===== src/inc/bcs_pkg.sv =====
package bcs_pkg;

    // clock rate
    localparam int unsigned CLK_HZ           = 50_000_000;
    localparam int unsigned CYC_PER_MS       = CLK_HZ / 1000;

    // debounce filter in ms
    localparam int unsigned DEB_MIN_MS       = 10;
    localparam int unsigned DEB_MAX_MS       = 150;
    localparam int unsigned DEB_DEF_MS       = 50;

    // long press threshold in ms
    localparam int unsigned LONG_MIN_MS      = 200;
    localparam int unsigned LONG_MAX_MS      = 65535;
    localparam int unsigned LONG_DEF_MS      = 500;

    // inter-command delay in ms
    localparam int unsigned GAP_MAX_MS       = 20000;
    localparam int unsigned GAP_DEF_MS       = 0;

    // sequence length and widths
    localparam int unsigned NCMD             = 4;
    localparam int unsigned MS_W             = 16;
    localparam int unsigned TICK_W           = 16;

    // register map, byte addresses
    localparam logic [7:0]  ADDR_CTRL        = 8'h00;
    localparam logic [7:0]  ADDR_TIME        = 8'h04;
    localparam logic [7:0]  ADDR_GAP         = 8'h08;
    localparam logic [7:0]  ADDR_CMD0        = 8'h10;
    localparam logic [7:0]  ADDR_STAT        = 8'h20;
    localparam logic [7:0]  ADDR_TX          = 8'h24;

    // ctrl field positions
    localparam int unsigned CTRL_FUNC        = 0;
    localparam int unsigned CTRL_NC          = 1;
    localparam int unsigned CTRL_LONGEN      = 2;
    localparam int unsigned CTRL_SINGLE      = 3;
    localparam int unsigned CTRL_AMT_LO      = 4;
    localparam int unsigned CTRL_USE_LO      = 8;
    localparam logic [31:0] CTRL_RST         = 32'h0000_0F32;

    // data type codes
    typedef enum logic [1:0] {
        BCS_DT_BIT  = 2'b00,
        BCS_DT_U8   = 2'b01,
        BCS_DT_PCT  = 2'b10,
        BCS_DT_HVAC = 2'b11
    } bcs_dtype_t;

    // one command entry
    typedef struct packed {
        bcs_dtype_t dtype;
        logic [7:0] val_short;
        logic [7:0] val_long;
    } bcs_cmd_t;

    // outgoing telegram
    typedef struct packed {
        logic [1:0] obj;
        bcs_dtype_t dtype;
        logic [7:0] value;
        logic       is_long;
    } bcs_tx_t;

    localparam bcs_cmd_t CMD_RST             = '{BCS_DT_BIT, 8'h01, 8'h00};
endpackage


===== src/logic/bcs_debounce.sv =====
`timescale 1ns/100ps
module bcs_debounce
    import bcs_pkg::*;
(
    // clock and reset
    input  wire logic             clock_in,
    input  wire logic             resetn_in,
    // millisecond tick and filter time
    input  wire logic             ms_tick_in,
    input  wire logic [MS_W-1:0]  filt_ms_in,
    // raw and filtered level
    input  wire logic             raw_in,
    output logic                  clean_out
);
    logic            sync_a_q, sync_a_d;   // first stage, read only by second
    logic            sync_b_q, sync_b_d;
    logic            clean_q, clean_d;
    logic [MS_W-1:0] cnt_q, cnt_d;         // ms the new level has held

    // filter: level must hold filt_ms before acceptance
    always_comb begin
        sync_a_d = raw_in;
        sync_b_d = sync_a_q;
        clean_d  = clean_q;
        cnt_d    = cnt_q;
        if (sync_b_q == clean_q) begin
            cnt_d = '0;
        end else if (ms_tick_in) begin
            if (cnt_q + 16'h0001 >= filt_ms_in) begin
                clean_d = sync_b_q;
                cnt_d   = '0;
            end else begin
                cnt_d = cnt_q + 16'h0001;
            end
        end
    end

    always_ff @(posedge clock_in) begin
        if (!resetn_in) begin
            sync_a_q <= 1'b0;
            sync_b_q <= 1'b0;
            clean_q  <= 1'b0;
            cnt_q    <= '0;
        end else begin
            sync_a_q <= sync_a_d;
            sync_b_q <= sync_b_d;
            clean_q  <= clean_d;
            cnt_q    <= cnt_d;
        end
    end

    assign clean_out = clean_q;

    chk_deb_no_glitch: assert property (@(posedge clock_in) disable iff (!resetn_in)
        (clean_q != $past(clean_q)) |-> $past(sync_b_q) == clean_q)
        else $error("filtered level changed to a level not seen");
endmodule


===== src/logic/bcs_seq.sv =====
`timescale 1ns/100ps
// Operation
// - up to four commands per input
// - each press advances, wraps to first
// - function none ignores the input
// - contact type sets pressed level
// - classify short/long before any command
// - long only after configured hold threshold
// - configurable delay between sequence commands
// - single shared or separate output objects
// - separate mode skips disabled objects
// - data type formats transmitted value
// - short and long value per command
// - debounce 10 to 150 ms filter
module bcs_seq
    import bcs_pkg::*;
#(parameter int unsigned CYC_MS = CYC_PER_MS)  // cycles per ms tick, shortened only in simulation
(
    // clock and reset
    input  wire logic        clock_in,
    input  wire logic        resetn_in,
    // contact input
    input  wire logic        contact_in,
    // ahb-lite slave
    input  wire logic        hsel,
    input  wire logic [31:0] haddr,
    input  wire logic [1:0]  htrans,
    input  wire logic        hwrite,
    input  wire logic [2:0]  hsize,
    input  wire logic [31:0] hwdata,
    input  wire logic        hready,
    output logic [31:0]      hrdata,
    output logic             hreadyout,
    output logic             hresp,
    // telegram output
    output logic             tx_valid_out,
    output bcs_tx_t          tx_out
);
    typedef enum logic [1:0] {
        BCS_ST_IDLE  = 2'b00,
        BCS_ST_HELD  = 2'b01,
        BCS_ST_GAP   = 2'b10
    } bcs_state_t;

    // next enabled position after p (wraps)
    function automatic logic [1:0] next_pos(input logic [1:0] p, input logic [3:0] en);
        logic [1:0] r;
        r = p;
        for (int i = NCMD; i >= 1; i--) begin
            if (en[2'(p + 2'(i))]) begin
                r = 2'(p + 2'(i));
            end
        end
        return r;
    endfunction

    // configuration registers
    logic [31:0]    ctrl_q, ctrl_d;
    logic [MS_W-1:0] long_ms_q, long_ms_d;
    logic [MS_W-1:0] deb_ms_q, deb_ms_d;
    logic [MS_W-1:0] gap_ms_q, gap_ms_d;
    bcs_cmd_t       cmd_q [NCMD];
    bcs_cmd_t       cmd_d [NCMD];
    // ahb address phase capture
    logic           wr_q, wr_d;
    logic           rd_q, rd_d;
    logic [7:0]     adr_q, adr_d;
    logic [31:0]    rdat_q, rdat_d;
    // sequencer state
    bcs_state_t     st_q, st_d;
    logic [1:0]     pos_q, pos_d;
    logic [MS_W-1:0] hold_q, hold_d;       // ms pressed / ms waited
    logic           pend_q, pend_d;        // press waiting for gap end
    logic           prs_q, prs_d;          // pressed last cycle; 1 at reset so a stale level is no press
    logic           plong_q, plong_d;
    logic           txv_q, txv_d;
    bcs_tx_t        tx_q, tx_d;
    logic [7:0]     ntx_q, ntx_d;          // telegram count for status
    // ms timebase
    logic [TICK_W-1:0] tick_q, tick_d;
    logic           ms_tick;
    logic           clean, pressed, func_on, longen, single;
    logic [1:0]     amt;
    logic [3:0]     en_mask;
    logic           evt, evt_long;
    logic [7:0]     fmt;

    // shared ms tick, not a clock enable, just a pulse
    assign ms_tick = (tick_q == TICK_W'(CYC_MS - 1));
    assign tick_d  = ms_tick ? '0 : tick_q + 16'h0001;

    bcs_debounce u_bcs_debounce (
        .clock_in   (clock_in),
        .resetn_in  (resetn_in),
        .ms_tick_in (ms_tick),
        .filt_ms_in (deb_ms_q),
        .raw_in     (contact_in),
        .clean_out  (clean)
    );

    // polarity: nc contact is pressed when open (low)
    assign pressed = ctrl_q[CTRL_NC] ? ~clean : clean;
    assign func_on = ctrl_q[CTRL_FUNC];
    assign longen  = ctrl_q[CTRL_LONGEN];
    assign single  = ctrl_q[CTRL_SINGLE];
    assign amt     = ctrl_q[CTRL_AMT_LO +: 2];
    // enabled set: single uses amount, separate uses flags
    // amount code 0 or 1 gives two values, up to four
    always_comb begin
        en_mask = 4'h0;
        if (single) begin
            for (int i = 0; i < NCMD; i++) begin
                en_mask[i] = (2'(i) <= amt) || (i < 2);
            end
        end else begin
            en_mask = ctrl_q[CTRL_USE_LO +: NCMD];
        end
    end

    // bus: address phase capture and register writes
    always_comb begin
        ctrl_d    = ctrl_q;
        long_ms_d = long_ms_q;
        deb_ms_d  = deb_ms_q;
        gap_ms_d  = gap_ms_q;
        cmd_d     = cmd_q;
        wr_d      = hsel && hready && htrans[1] && hwrite;
        rd_d      = hsel && hready && htrans[1] && !hwrite;
        adr_d     = (hsel && hready) ? haddr[7:0] : adr_q;
        rdat_d    = rdat_q;
        if (wr_q) begin
            case (adr_q)
                ADDR_CTRL: ctrl_d = hwdata;
                ADDR_TIME: begin
                    long_ms_d = (hwdata[15:0] < 16'(LONG_MIN_MS)) ? 16'(LONG_MIN_MS) : hwdata[15:0];
                    if (hwdata[31:16] < 16'(DEB_MIN_MS)) begin
                        deb_ms_d = 16'(DEB_MIN_MS);
                    end else if (hwdata[31:16] > 16'(DEB_MAX_MS)) begin
                        deb_ms_d = 16'(DEB_MAX_MS);
                    end else begin
                        deb_ms_d = hwdata[31:16];
                    end
                end
                ADDR_GAP: gap_ms_d = (hwdata[15:0] > 16'(GAP_MAX_MS)) ? 16'(GAP_MAX_MS) : hwdata[15:0];
                default: begin
                    for (int i = 0; i < NCMD; i++) begin
                        if (adr_q == 8'(ADDR_CMD0 + 4 * i)) begin
                            cmd_d[i] = bcs_cmd_t'(hwdata[17:0]);
                        end
                    end
                end
            endcase
        end
        // read data for next-phase answer
        if (rd_d) begin
            case (haddr[7:0])
                ADDR_CTRL: rdat_d = ctrl_q;
                ADDR_TIME: rdat_d = {deb_ms_q, long_ms_q};
                ADDR_GAP:  rdat_d = {16'h0000, gap_ms_q};
                ADDR_STAT: rdat_d = {16'h0000, ntx_q, 3'h0, pend_q, st_q, pos_q};
                ADDR_TX:   rdat_d = {19'h00000, tx_q};
                default: begin
                    rdat_d = 32'h0000_0000;
                    for (int i = 0; i < NCMD; i++) begin
                        if (haddr[7:0] == 8'(ADDR_CMD0 + 4 * i)) begin
                            rdat_d = {14'h0000, cmd_q[i]};
                        end
                    end
                end
            endcase
        end
    end

    assign hrdata    = rdat_q;
    assign hreadyout = 1'b1;
    assign hresp     = 1'b0;

    always_comb begin
        logic [7:0] v;
        v = (plong_q && longen) ? cmd_q[pos_q].val_long : cmd_q[pos_q].val_short;
        case (cmd_q[pos_q].dtype)
            BCS_DT_BIT:  fmt = {7'h00, v[0]};
            BCS_DT_PCT:  fmt = (v > 8'h64) ? 8'hFF : 8'((16'(v) * 16'h00FF + 16'h0032) / 16'h0064);
            BCS_DT_HVAC: fmt = (v > 8'h04) ? 8'h00 : v;
            default:     fmt = v;
        endcase
    end

    // sequencer: press classify, send, gap
    always_comb begin
        st_d     = st_q;
        pos_d    = pos_q;
        hold_d   = hold_q;
        pend_d   = pend_q;
        plong_d  = plong_q;
        txv_d    = 1'b0;
        tx_d     = tx_q;
        ntx_d    = ntx_q;
        prs_d    = pressed;
        evt      = 1'b0;
        evt_long = 1'b0;
        case (st_q)
            BCS_ST_IDLE: begin
                hold_d = '0;
                if (func_on && pressed && !prs_q) begin
                    st_d = BCS_ST_HELD;
                end
            end
            BCS_ST_HELD: begin
                if (ms_tick && hold_q != 16'hFFFF) begin
                    hold_d = hold_q + 16'h0001;
                end
                // classify on release when enabled, else at press
                if (!longen) begin
                    evt  = 1'b1;
                end else if (!pressed) begin
                    evt = 1'b1;
                    // long only at or past threshold
                    evt_long = (hold_q >= long_ms_q);
                end
                if (!func_on) begin
                    st_d = BCS_ST_IDLE;
                end else if (evt) begin
                    st_d    = BCS_ST_GAP;
                    pend_d  = 1'b1;
                    plong_d = evt_long;
                    hold_d  = '0;
                end
            end
            BCS_ST_GAP: begin
                // send after gap, gap counts from classification of this press
                if (func_on && pend_q && hold_q >= gap_ms_q) begin
                    txv_d  = 1'b1;
                    tx_d   = '{single ? 2'b00 : pos_q, cmd_q[pos_q].dtype, fmt, plong_q};
                    ntx_d  = ntx_q + 8'h01;
                    pend_d = 1'b0;
                    pos_d  = next_pos(pos_q, en_mask);
                end
                if (ms_tick && hold_q != 16'hFFFF) begin
                    hold_d = hold_q + 16'h0001;
                end
                // wait for release and gap before next press
                if (!pend_q && !(longen ? 1'b0 : pressed) && hold_q >= gap_ms_q) begin
                    st_d = BCS_ST_IDLE;
                end
                if (!func_on) begin
                    st_d   = BCS_ST_IDLE;
                    pend_d = 1'b0;
                end
            end
            default: st_d = BCS_ST_IDLE;
        endcase
        // keep position on an enabled command
        if (en_mask != 4'h0 && !en_mask[pos_d]) begin
            pos_d = next_pos(pos_d, en_mask);
        end
    end

    always_ff @(posedge clock_in) begin
        if (!resetn_in) begin
            ctrl_q    <= CTRL_RST;
            long_ms_q <= 16'(LONG_DEF_MS);
            deb_ms_q  <= 16'(DEB_DEF_MS);
            gap_ms_q  <= 16'(GAP_DEF_MS);
            for (int i = 0; i < NCMD; i++) begin
                cmd_q[i] <= CMD_RST;
            end
            wr_q      <= 1'b0;
            rd_q      <= 1'b0;
            adr_q     <= 8'h00;
            rdat_q    <= 32'h0000_0000;
            tick_q    <= '0;
            st_q      <= BCS_ST_IDLE;
            // reset to first command (all enabled by default)
            pos_q     <= 2'b00;
            hold_q    <= '0;
            pend_q    <= 1'b0;
            prs_q     <= 1'b1;
            plong_q   <= 1'b0;
            txv_q     <= 1'b0;
            tx_q      <= '0;
            ntx_q     <= 8'h00;
        end else begin
            ctrl_q    <= ctrl_d;
            long_ms_q <= long_ms_d;
            deb_ms_q  <= deb_ms_d;
            gap_ms_q  <= gap_ms_d;
            cmd_q     <= cmd_d;
            wr_q      <= wr_d;
            rd_q      <= rd_d;
            adr_q     <= adr_d;
            rdat_q    <= rdat_d;
            tick_q    <= tick_d;
            st_q      <= st_d;
            pos_q     <= pos_d;
            hold_q    <= hold_d;
            pend_q    <= pend_d;
            prs_q     <= prs_d;
            plong_q   <= plong_d;
            txv_q     <= txv_d;
            tx_q      <= tx_d;
            ntx_q     <= ntx_d;
        end
    end

    assign tx_valid_out = txv_q;
    assign tx_out       = tx_q;

    chk_func_off_quiet: assert property (@(posedge clock_in) disable iff (!resetn_in)
        !$past(func_on) |-> !txv_q)
        else $error("telegram sent while function off");
    chk_pos_advance: assert property (@(posedge clock_in) disable iff (!resetn_in)
        (txv_d && $countones(en_mask) > 1) |=> pos_q != $past(pos_q))
        else $error("position did not advance");
    chk_obj_enabled: assert property (@(posedge clock_in) disable iff (!resetn_in)
        (txv_d && !single && en_mask != 4'h0) |-> en_mask[pos_q])
        else $error("disabled object sent");
    chk_single_obj: assert property (@(posedge clock_in) disable iff (!resetn_in)
        (txv_q && $past(single)) |-> tx_q.obj == 2'b00)
        else $error("single mode used other object");
    chk_no_early: assert property (@(posedge clock_in) disable iff (!resetn_in)
        (st_q == BCS_ST_HELD) |=> !txv_q)
        else $error("sent before classification");
    chk_long_thresh: assert property (@(posedge clock_in) disable iff (!resetn_in)
        (evt_long && st_q == BCS_ST_HELD) |-> hold_q >= long_ms_q && longen)
        else $error("long without threshold");
    chk_gap_wait: assert property (@(posedge clock_in) disable iff (!resetn_in)
        txv_d |-> hold_q >= gap_ms_q)
        else $error("gap not respected");
    chk_bit_fmt: assert property (@(posedge clock_in) disable iff (!resetn_in)
        (txv_q && tx_q.dtype == BCS_DT_BIT) |-> tx_q.value[7:1] == 7'h00)
        else $error("bit value wider than one bit");
    chk_deb_range: assert property (@(posedge clock_in) disable iff (!resetn_in)
        deb_ms_q >= 16'(DEB_MIN_MS) && deb_ms_q <= 16'(DEB_MAX_MS))
        else $error("filter time out of range");
    // first send after reset is command zero when command zero is enabled
    chk_first_cmd: assert property (@(posedge clock_in) disable iff (!resetn_in)
        (txv_d && ntx_q == 8'h00 && !single && en_mask[0]) |-> pos_q == 2'b00)
        else $error("first send not first command");
    // long value chosen on long press
    chk_long_value: assert property (@(posedge clock_in) disable iff (!resetn_in)
        (txv_d && plong_q && longen && cmd_q[pos_q].dtype == BCS_DT_U8) |=> tx_q.value == $past(cmd_q[pos_q].val_long))
        else $error("long value not used");
    chk_amount: assert property (@(posedge clock_in) disable iff (!resetn_in)
        single |-> $countones(en_mask) >= 2)
        else $error("single mode under two values");
endmodule


===== config.mk =====
export PLATFORM = sky130hd
export DESIGN_NAME = bcs_seq
export DESIGN_NICKNAME = d
export VERILOG_FILES = /design/src/inc/bcs_pkg.sv /design/src/logic/bcs_debounce.sv /design/src/logic/bcs_seq.sv
export SDC_FILE = /design/constraint.sdc
export NUM_CORES = 1
export LEC_CHECK = 0
export ABC_AREA = 1
export BUFFER_PORTS_ARGS = -buffer_cell sky130_fd_sc_hd__buf_2
export CAP_MARGIN = 5
export CORE_MARGIN = 2
export CORE_UTILIZATION = 55
export DETAILED_ROUTE_END_ITERATION = 8
export PLACE_DENSITY_LB_ADDON = 0.05
export SLEW_MARGIN = 15
export SYNTH_ARGS = -nofsm -noshare
export SYNTH_HDL_FRONTEND = slang
export SYNTH_SLANG_ARGS = --single-unit

===== constraint.sdc =====
create_clock -name clock_in -period 14.2 [get_ports clock_in]
set_clock_uncertainty 0.1 [all_clocks]
set_input_delay 2.84 -clock clock_in [delete_from_list [all_inputs] [get_ports clock_in]]
set_output_delay 2.84 -clock clock_in [all_outputs]
set_load 0.005 [all_outputs]

Word level (Yosys, flattened, before mapping) --
Cells that the tools add are included. Widths: inputs -> output; s select.
Storage, ports and cells: output and inout bits 48, register bits 273, word-level logic and storage cells 206
Cells by class: bitwise logic cells 5, order comparisons 19, multiply operators 1, $add $sub $neg 11, divide/modulo/power cells 1, reductions and logical operators 41, equality and inequality tests 27, multiplexer cells 65
Operators by type and width (count):
- $pmux 32 s5 | 1
- $mux 16 | 8
- $mux 32 | 3
- $eq 8x5->1 const B | 8
- $mux 18 | 3
- $add 16x1->16 const B | 3
- $ge 16x16->1 | 3
- $pmux 16 s3 | 1
- $bmux 18 s2 | 1
- $mux 2 | 15
- $mux 8 | 3
- $pmux 8 s3 | 1
- $lt 2x3->1 const B | 7
- $reduce_and 3->1 | 7
- $mux 1 | 19
- $add 16x6->16 const B | 1
- $div 16x7->16 const B | 1
- $eq 16x16->1 const B | 1
- $eq 8x3->1 const B | 2
- $eq 8x4->1 const B | 2
- $eq 8x6->1 const B | 2
- $gt 16x15->1 const B | 1
- $gt 16x8->1 const B | 1
- $logic_not 8->1 | 2
- other kinds (32) | 74

Logic depth before layout (Yosys ltp) --
Gate-level depths: netlist (run 1).
depth after elaboration 16, mapped depth 92, depth with buffers taken out 89

Hierarchy --
A second synthesis (run 1) with hierarchy kept.
Second synthesis, totals: cells, all modules 2856, area total of the unflattened synthesis 19263.5 µm²
Modules (own cells, without submodules):
- bcs_seq | area each 17634.4 µm², cells each 2606, times used 1, seq. area each 5084.9 µm²
- bcs_debounce | area each 1629.1 µm², cells each 250, times used 1, seq. area each 380.4 µm²

Least setup slack after synthesis (run 1) --
Ideal clock, no wire load.
path kind reg-to-reg, start register pos_q[1], end register tx_q (netlist bit tx_out[1]), period minus slack after synthesis 10.916 ns, cell stages (with the launch flop) 86, data arrival time 10.696 ns, library setup time 0.119 ns, path slack 3.284 ns, cells stage by stage dfxtp_1 > clkbuf_1 > inv_1 > nor2_1 > clkinv_1 > clkbuf_1 > o22ai_1 > a221oi_1 > o21ai_0 > inv_1 > fa_1 > fa_1 > inv_1 > fa_1 > inv_1 > fa_1 > inv_1 > ha_1 > (+50 left out) > nand2_2 > nand2_2 > nor2_2 > nand2_1 > nor2_4 > nor2_4 > nand2_2 > nand2_2 > o21ai_4 > nand3_4 > nand2_1 > clkinv_1 > nor2_1 > nand2_1 > nor2_1 > nand2_1 > nand2_1 > a21oi_1
On the way: longest elaborated chain between the ends 10, elaborated cells on any way between the ends 16, those cells by class add/sub: 1; mul: 1; div: 1; order compare: 2; eq/ne: 2; mux: 7; bitwise: 1; reduce/logical: 1
RTL lines:
- start: declaration | RTL line bcs_seq.sv:71 | logic [1:0] pos_q, pos_d;
- start signal: assignment | RTL line bcs_seq.sv:295 | pos_q <= pos_d;
- $not 2->3 (not written as such) * | RTL line bcs_seq.sv:180, bcs_seq.sv:181
- $bmux 18 s2 * | RTL line bcs_seq.sv:180, bcs_seq.sv:181
- $mux 18 (not written as such) * (2 in series) | RTL line bcs_seq.sv:181 | case (cmd_q[pos_q].dtype)
- $mux 8 | RTL line bcs_seq.sv:180 | v = (plong_q && longen) ? cmd_q[pos_q].val_long : cmd_q[pos_q].val_short;
- $mul 8x8->16 | RTL line bcs_seq.sv:183 | BCS_DT_PCT: fmt = (v > 8'h64) ? 8'hFF : 8'((16'(v) * 16'h00FF + 16'h0032) / 16'h0064);
- $add 16x6->16 | RTL line bcs_seq.sv:183
- $div 16x7->16 | RTL line bcs_seq.sv:183
- $mux 8 | RTL line bcs_seq.sv:183
- $pmux 8 s3 * | RTL line bcs_seq.sv:181
- end signal: assignment | RTL line bcs_seq.sv:301 | tx_q <= tx_d;
- end: declaration | RTL line bcs_seq.sv:77 | bcs_tx_t tx_q, tx_d;
Mark *: on every way between the ends. The rest lies on a longest branch, timed or not. The select of a mux whose other input is x is not followed. A chain may end at the register's enable or synchronous reset.

Final worst setup path (run 1) --
Same ends and word-level chain as after synthesis.

==> results of run 1 <==
-- worst min path at each step --
stage,slack [ps],from,to,cells past startpoint
after detailed placement,330,u_bcs_debounce.sync_a_q,u_bcs_debounce.sync_b_q,2
after global routing,370,ctrl_q[22],ctrl_q[22],2
after floorplan,290,u_bcs_debounce.sync_a_q,u_bcs_debounce.sync_b_q,2
after global placement,330,tick_q[0],tick_q[0],1
final,340,u_bcs_debounce.sync_a_q,u_bcs_debounce.sync_b_q,2
after CTS,340,u_bcs_debounce.sync_a_q,u_bcs_debounce.sync_b_q,2
-- layer usage --
| layer | part of all wire, % | routed length, um |
|---|---|---|
| met5 | 0 | 0 |
| met4 | 3.2 | 1860 |
| met3 | 7.8 | 4450 |
| met2 | 45 | 25590 |
| met1 | 44 | 25490 |
-- per-stage QoR --
step	utilization [%]	total power, mW	setup slack, ps
after floorplan	-	2.176	3284
after global placement	58.01	2.464	1403
after detailed placement	58.01	2.500	1205
after CTS	60.66	3.237	1149
after global routing	60.67	3.507	40.64
final	60.67	3.252	1160
-- synth_stat cells (12+ instances only) --
| library cell | count |
|---|---|
| xor2_1 | 41 |
| fa_1 | 31 |
| nand2_2 | 52 |
| nand4_1 | 41 |
| nor2_1 | 140 |
| inv_2 | 24 |
| o21ai_0 | 226 |
| nand2_1 | 542 |
| nor2_2 | 13 |
| o211ai_1 | 23 |
| o221ai_1 | 19 |
| dfxtp_1 | 273 |
| nor4_1 | 17 |
| a31oi_1 | 17 |
| nand2_4 | 13 |
| inv_1 | 425 |
| ha_1 | 102 |
| clkbuf_1 | 84 |
| a221oi_1 | 17 |
| xnor2_1 | 12 |
| nand3_1 | 170 |
| a21oi_1 | 265 |
| o22ai_1 | 37 |
| nor3_1 | 48 |
| o21a_1 | 13 |
-- state kept, by name, summed over array words and instances, names as in the netlist, 2 cells and up --
name and count:
pos_q 2, ctrl_q 32, gap_ms_q 16, tx_out 13
cmd_q 72, u_bcs_debounce.cnt_q 16, hold_q 16, tick_q 16
hrdata 32, st_q 2, adr_q 8, ntx_q 8
long_ms_q 16, deb_ms_q 16
-- logic make-up (layout without fill, tap and decap cells) --
logic type                 after synthesis  count (layout)  synth area share [%]
adders and majority gates              133             133                 9.959
xor gates and xnor gates                55              55                 2.608
AOI/OAI and AO/OA                      686             686                 20.72
other                                    2               2               0.03943
buffers and inverters                  550             621                 11.09
and+or+nand+nor                       1084            1084                 26.84
DFF                                    273             273                 28.70
muxes                                    1               1               0.05256
-- layout make-up --
cell class | count | area [um^2] | area share (%)
sequential | 273 | 5465 | 26.27
multi-input combinational | 1961 | 11510 | 55.34
clock buffer | 40 | 815.8 | 3.922
clock inverter | 10 | 92.59 | 0.4451
tap | 455 | 569.3 | 2.737
timing repair buffer | 115 | 635.6 | 3.056
inverter | 456 | 1712 | 8.229
-- report_power, final --
group	total, mW	switching, mW	internal [mW]	leakage (nW)
logic	1.73	1.19	0.546	6.77
registers	0.781	0.00830	0.773	2.20
clock network	0.736	0.319	0.417	0.450
-- worst max-delay path, delay by kind of cell (launching register included) --
kind | cells | cell delay (ps)
AND/OR/NAND/NOR | 56 | 7170
adder cells (fa/ha/maj) | 5 | 2420
buffers and inverters | 13 | 1760
AO/OA/AOI/OAI | 5 | 840
flip-flops | 1 | 590
-- what timing repair did --
item	CTS	global route
buffers inserted	0	0
hold buffers	0	0
endpoints found under the setup margin	0	1
resized for setup	0	1
==> summary.txt, run 1 <==
CTS
  • Maximum root-to-sink buffer count: 3
  • Root Buffer: clkbuf_16
  • Inserted Clock Buffers: 28
  • Sink Count: roughly 270
  • Worst-Skew Late Latency: 580 ps
  • CTS tree: done
  • Clk pin slew, worst setup/hold paths: 60 ps
  • Max H-tree Level: 1

Critical path
  • Crit Path Category: register to register
  • Crit path to: tx_out[1]
  • Slowest stage delay, CP: 590 ps
  • Critical path startpoint: pos_q[1]
  • Critical Path Start Type: register
  • Crit path max fanout: 13
  • Critical Path End Type: register
  • Top cell by count, worst path: nand2_1
  • Arr. time, crit path: around 13,000 ps
  • Reg2reg path depth: a little under 80
  • FF-to-FF End: tx_out[1]
  • Critical-path top delay cell: dfxtp_1
  • Critical R2R Launch: pos_q[1]
  • Data required time of the critical path: around 15,000 ps
  • Register-to-register setup slack: approximately 1200 ps

Layout
  • Final #Nets: 3,043
  • Most used cells in the layout excluding fill and tap cells: nand2_1 (542), inv_1 (424), dfxtp_1 (273), a21oi_1 (265), o21ai_0 (226)
  • Area growth, synth to finish: 9.217%
  • Fill cell count: approximately 3,300
  • Fin area: ~21,000 um^2
  • Commonest non-fill, non-tap cell in the layout: nand2_1
  • N_diodes: 0
  • Final cell count without fillers: around 3,300
  • Share of cells above drive strength 1: between 10% and 20%

Global routing
  • GRT met2 Usage: 50.36%
  • Pin count of the biggest net entering global routing: ~130
  • GR peak layer: met2
  • Global-route usage over all layers: around 31%
  • Grt total ovfl: 0
  • Vias in the first global route: ~17,000
  • First-pass GRT wire length: around 90 mm
  • M1 GR Usage: roughly 43%
  • Initial antenna violation count: 0
  • Met3 usage: ~4.9%

Synthesis
  • Top cell type by total area after synthesis: dfxtp_1
  • Seq/Total Area, Yosys: roughly 29%
  • Async SR Flop Fraction: 0%
  • Number of synthesized flops with an enable pin: 0
  • Synth area leaders: dfxtp_1 (29%), nand2_1 (11%), inv_1 (8.4%), a21oi_1 (7.0%), ha_1 (6.7%)
  • Area share of the largest cell type after synthesis: between 20% and 30%
  • Seq cells post-synth: 273
  • Mapped Area: 19,050 um^2
  • Syn Nets: 2,992
  • Synth Warn #: 0
  • Top_reg_cell synth: dfxtp_1
  • Syn Inst Count: 2,784
  • Syn_area_per_cell: 6.841 um^2
  • Unique masters post-synth: 65

Route
  • Vias per cell: 5.770
  • Routed wire length: approximately 57 mm
  • Drt first pass iters: 6
  • WL per Instance: approximately 17 um
  • # DRC: 0
  • Detail Route Antenna Nets: 0
  • Detailed Route Iter0 Violations: between 1,500 and 2,000
  • Vias post-DR: about 19,000

Power
  • Pleak: approximately 9.4 nW
  • Pwr/cell area: 156.3 nW/um^2
  • VDD IR max: ~210 uV

Placed design
  • Cell Area, Placed: roughly 20,000 um^2
  • RD Place Congestion: around 0.94
  • DP HPWL: roughly 43 mm
  • Placed Cells: between 3,000 and 4,000
  • Port Buf Inserts: 92

Timing
  • Hold_ws: 337.2 ps
  • Rel. slew slack: roughly a quarter
  • Post-route minimum period: 13,040 ps
  • Final period util: between 90% and 100%
  • Setup Viol. Count Final: 0
  • Slew @ Worst Pin: ~1200 ps
  • F_max: between 0.07 and 0.08 GHz
  • RSZ-0062 raised after global routing: no
  • Total count of max-transition violations in the final report: 0
  • Setup TNS: 0 ps
  • Fin. Hold Viols: 0

Floorplan
  • Die area: between 30,000 and 40,000 um^2
  • Core area: between 30,000 and 40,000 um^2
  • Std-Cell Rows: slightly below 70
  • Die width: approximately 190 um
  • Die Ht: approximately 190 um
  • Initial core utilization: 55.55%
  • Ports: roughly 120

Worst hold path
  • HP Class: register to register

Outcome
  • Status: complete, no violations

Job
  • Max_cap viols: 0
No activity file was read; power rests on OpenSTA's default activity.
==> run 2, diff against run 1 <==
BUFFER_PORTS_ARGS = not set   (was -buffer_cell sky130_fd_sc_hd__buf_2)
CAP_MARGIN = not set   (was 5)
DONT_BUFFER_PORTS = 1   (was not set)
==> summary.txt, run 2 (synthesis results as in run 1) <==
Critical path
  • Arr. time, crit path: 13,100 ps (-290 ps)
  • Critical-path top delay cell: fa_1
  • Data required time of the critical path: 14,560 ps (about the same)
  • Critical R2R Launch: pos_q[0]
  • Crit Path Category: register to register
  • Cell family with most CP delay: simple AND/OR/NAND/NOR gates
  • Critical Path Start Type: register
  • Reg2reg path depth: 75 (-5.1%)
  • Buf/Inv on CP: 14 (+1)
  • Critical Path End Type: register
  • FF-to-FF End: tx_out[1]
  • Crit path max fanout: 15 (+2)
  • Slowest stage delay, CP: 640 ps (+50 ps)
  • Top cell by count, worst path: nand2_1
  • Register-to-register setup slack: 1460 ps (+300 ps)

Floorplan
  • Die Ht: 190.1 um (unchanged)
  • Die width: 190.1 um (unchanged)
  • Core area: 34,290 um^2 (unchanged)
  • Initial core utilization: 55.55% (unchanged)
  • Die area: 36,130 um^2 (unchanged)
  • Std-Cell Rows: 68 (unchanged)
  • Ports: 123 (unchanged)

Global routing
  • GR peak layer: met2
  • M1 GR Usage: 42.59% (-0.58 points)
  • Initial antenna violation count: 0 (unchanged)
  • Grt total ovfl: 0 (unchanged)
  • GRT met2 Usage: 49.49% (-0.87 points)
  • Vias in the first global route: 17,130 (-2.1%)
  • First-pass GRT wire length: 90.61 mm (-0.83%)
  • Pin count of the biggest net entering global routing: 178 (+36%)
  • Global-route usage over all layers: 31.16% (-0.13 points)
  • Met3 usage: 5.350% (+0.50 points)

Worst hold path
  • Hold Crit Endpoint: u_bcs_debounce.sync_b_q
  • Hold Path Origin: u_bcs_debounce.sync_a_q
  • Hold path depth: 2 (unchanged)
  • HP Class: register to register

Placed design
  • RD Place Congestion: 0.9481 (+0.47%)
  • Cell Area, Placed: 19,450 um^2 (-2.2%)
  • Placed Cells: 3,171 (-2.7%)
  • DP HPWL: 42.43 mm (-0.75%)
  • Port Buf Inserts: 0 (-100%)

Timing
  • Slew @ Worst Pin: 1203 ps (+52.74 ps)
  • RSZ-0062 raised after global routing: no
  • Post-route minimum period: 12,740 ps (-296.4 ps)
  • Fin. Hold Viols: 0 (unchanged)
  • Rel. slew slack: 19.81% (-3.5 points)
  • Setup Viol. Count Final: 0 (unchanged)
  • Total count of max-transition violations in the final report: 0 (unchanged)
  • Setup TNS: 0 ps (unchanged)
  • Final period util: 89.74% (-2.1 points)
  • F_max: 0.07847 GHz (+2.3%)
  • Hold_ws: 324.0 ps (-13.20 ps)

Route
  • WL per Instance: 17.78 um (+2.5%)
  • Detail Route Antenna Nets: 0 (unchanged)
  • Drt first pass iters: 6 (unchanged)
  • # DRC: 0 (unchanged)
  • Vias post-DR: 18,549 (-2.9%)
  • Routed wire length: 57.33 mm (-0.11%)
  • Detailed Route Iter0 Violations: 1,752 (+3.3%)
  • Vias per cell: 5.752 (-0.31%)

CTS
  • Sink Count: 273 (unchanged)
  • Worst-Skew Late Latency: 570 ps (about the same)
  • Inserted Clock Buffers: 29 (+3.6%)
  • Hold_buf cts: 0 (unchanged)
  • Maximum root-to-sink buffer count: 3 (unchanged)
  • Clk pin slew, worst setup/hold paths: 60 ps (about the same)
  • Root Buffer: clkbuf_16
  • Max H-tree Level: 1 (unchanged)
  • CTS tree: done

Layout
  • Final Util: 59.64% (-1.0 points)
  • Final cell count without fillers: 3,225 (-2.6%)
  • Commonest non-fill, non-tap cell in the layout: nand2_1
  • Share of cells above drive strength 1: 8.700% (-2.6 points)
  • Final #Nets: 2,955 (-2.9%)
  • Number of flip-flops under the largest register name: 72 (unchanged)
  • Area growth, synth to finish: 7.371%
  • Fin area: 20,450 um^2 (-1.7%)
  • Most used cells in the layout excluding fill and tap cells: nand2_1 (542), inv_1 (423), dfxtp_1 (272), a21oi_1 (265), o21ai_0 (226)
  • Largest reg by FF count: cmd_q
  • N_diodes: 0 (unchanged)

Power
  • Pleak: 9.033 nW (-4.1%)
  • VDD IR max: 153.5 uV (-26%)
  • Pwr/cell area: 159.8 nW/um^2 (+2.2%)

Outcome
  • Status: complete, no violations

Job
  • Max_cap viols: 0 (unchanged)
[run 2: how the worst max path moves through the flow]
stage | from | to | depth (start not counted)
global route | pos_q[0] | tx_out[1] | 77
detailed placement | pos_q[1] | tx_out[1] | 76
global placement | pos_q[1] | tx_out[1] | 79
finish | pos_q[0] | tx_out[1] | 75
CTS | pos_q[1] | tx_out[1] | 76
floorplan | pos_q[1] | tx_out[1] | 85
[run 2: cell type report]
type                            instances  area (um^2)
Timing Repair Buffer                   26        195.2
Fill cell                            3303        13840
Tap cell                              455        569.3
Multi-Input combinational cell       1961        11510
Clock inverter                          9        86.33
Inverter                              456         1715
Sequential cell                       273         5466
Clock buffer                           45        905.9
[run 2: metal layers]
layer / routed length, um / part of all wire, %
met3: 4366 / 7.6
met4: 2124 / 3.7
met2: 25230 / 44
met5: 0 / 0
met1: 25610 / 45
[run 2: worst reg2reg max path: cells and delay by family, from the launching register on]
| kind | cells | cell delay, ps |
|---|---|---|
| flip-flops | 1 | 520 |
| adder cells (fa/ha/maj) | 5 | 2540 |
| AO/OA/AOI/OAI | 8 | 1480 |
| buffers and inverters | 14 | 1610 |
| AND/OR/NAND/NOR | 48 | 6340 |
[run 2: per-stage QoR]
| stage | setup WS, ps | total power [mW] |
|---|---|---|
| finish | 1457 | 3.268 |
| CTS | 1201 | 3.257 |
| global placement | 1367 | 2.448 |
| floorplan | 3284 | 2.176 |
| detailed placement | 1238 | 2.470 |
| global route | 105.8 | 3.518 |
[run 2: where the power goes]
group / internal (mW) / total, mW / switching, mW
Combinational: 0.543 / 1.70 / 1.16
Clock: 0.457 / 0.787 / 0.330
Sequential: 0.773 / 0.782 / 0.00878
[run 2: what timing repair did]
action,in CTS,in global routing
gates resized for setup,0,3
buffers inserted,0,0
endpoints found under the setup margin,0,1
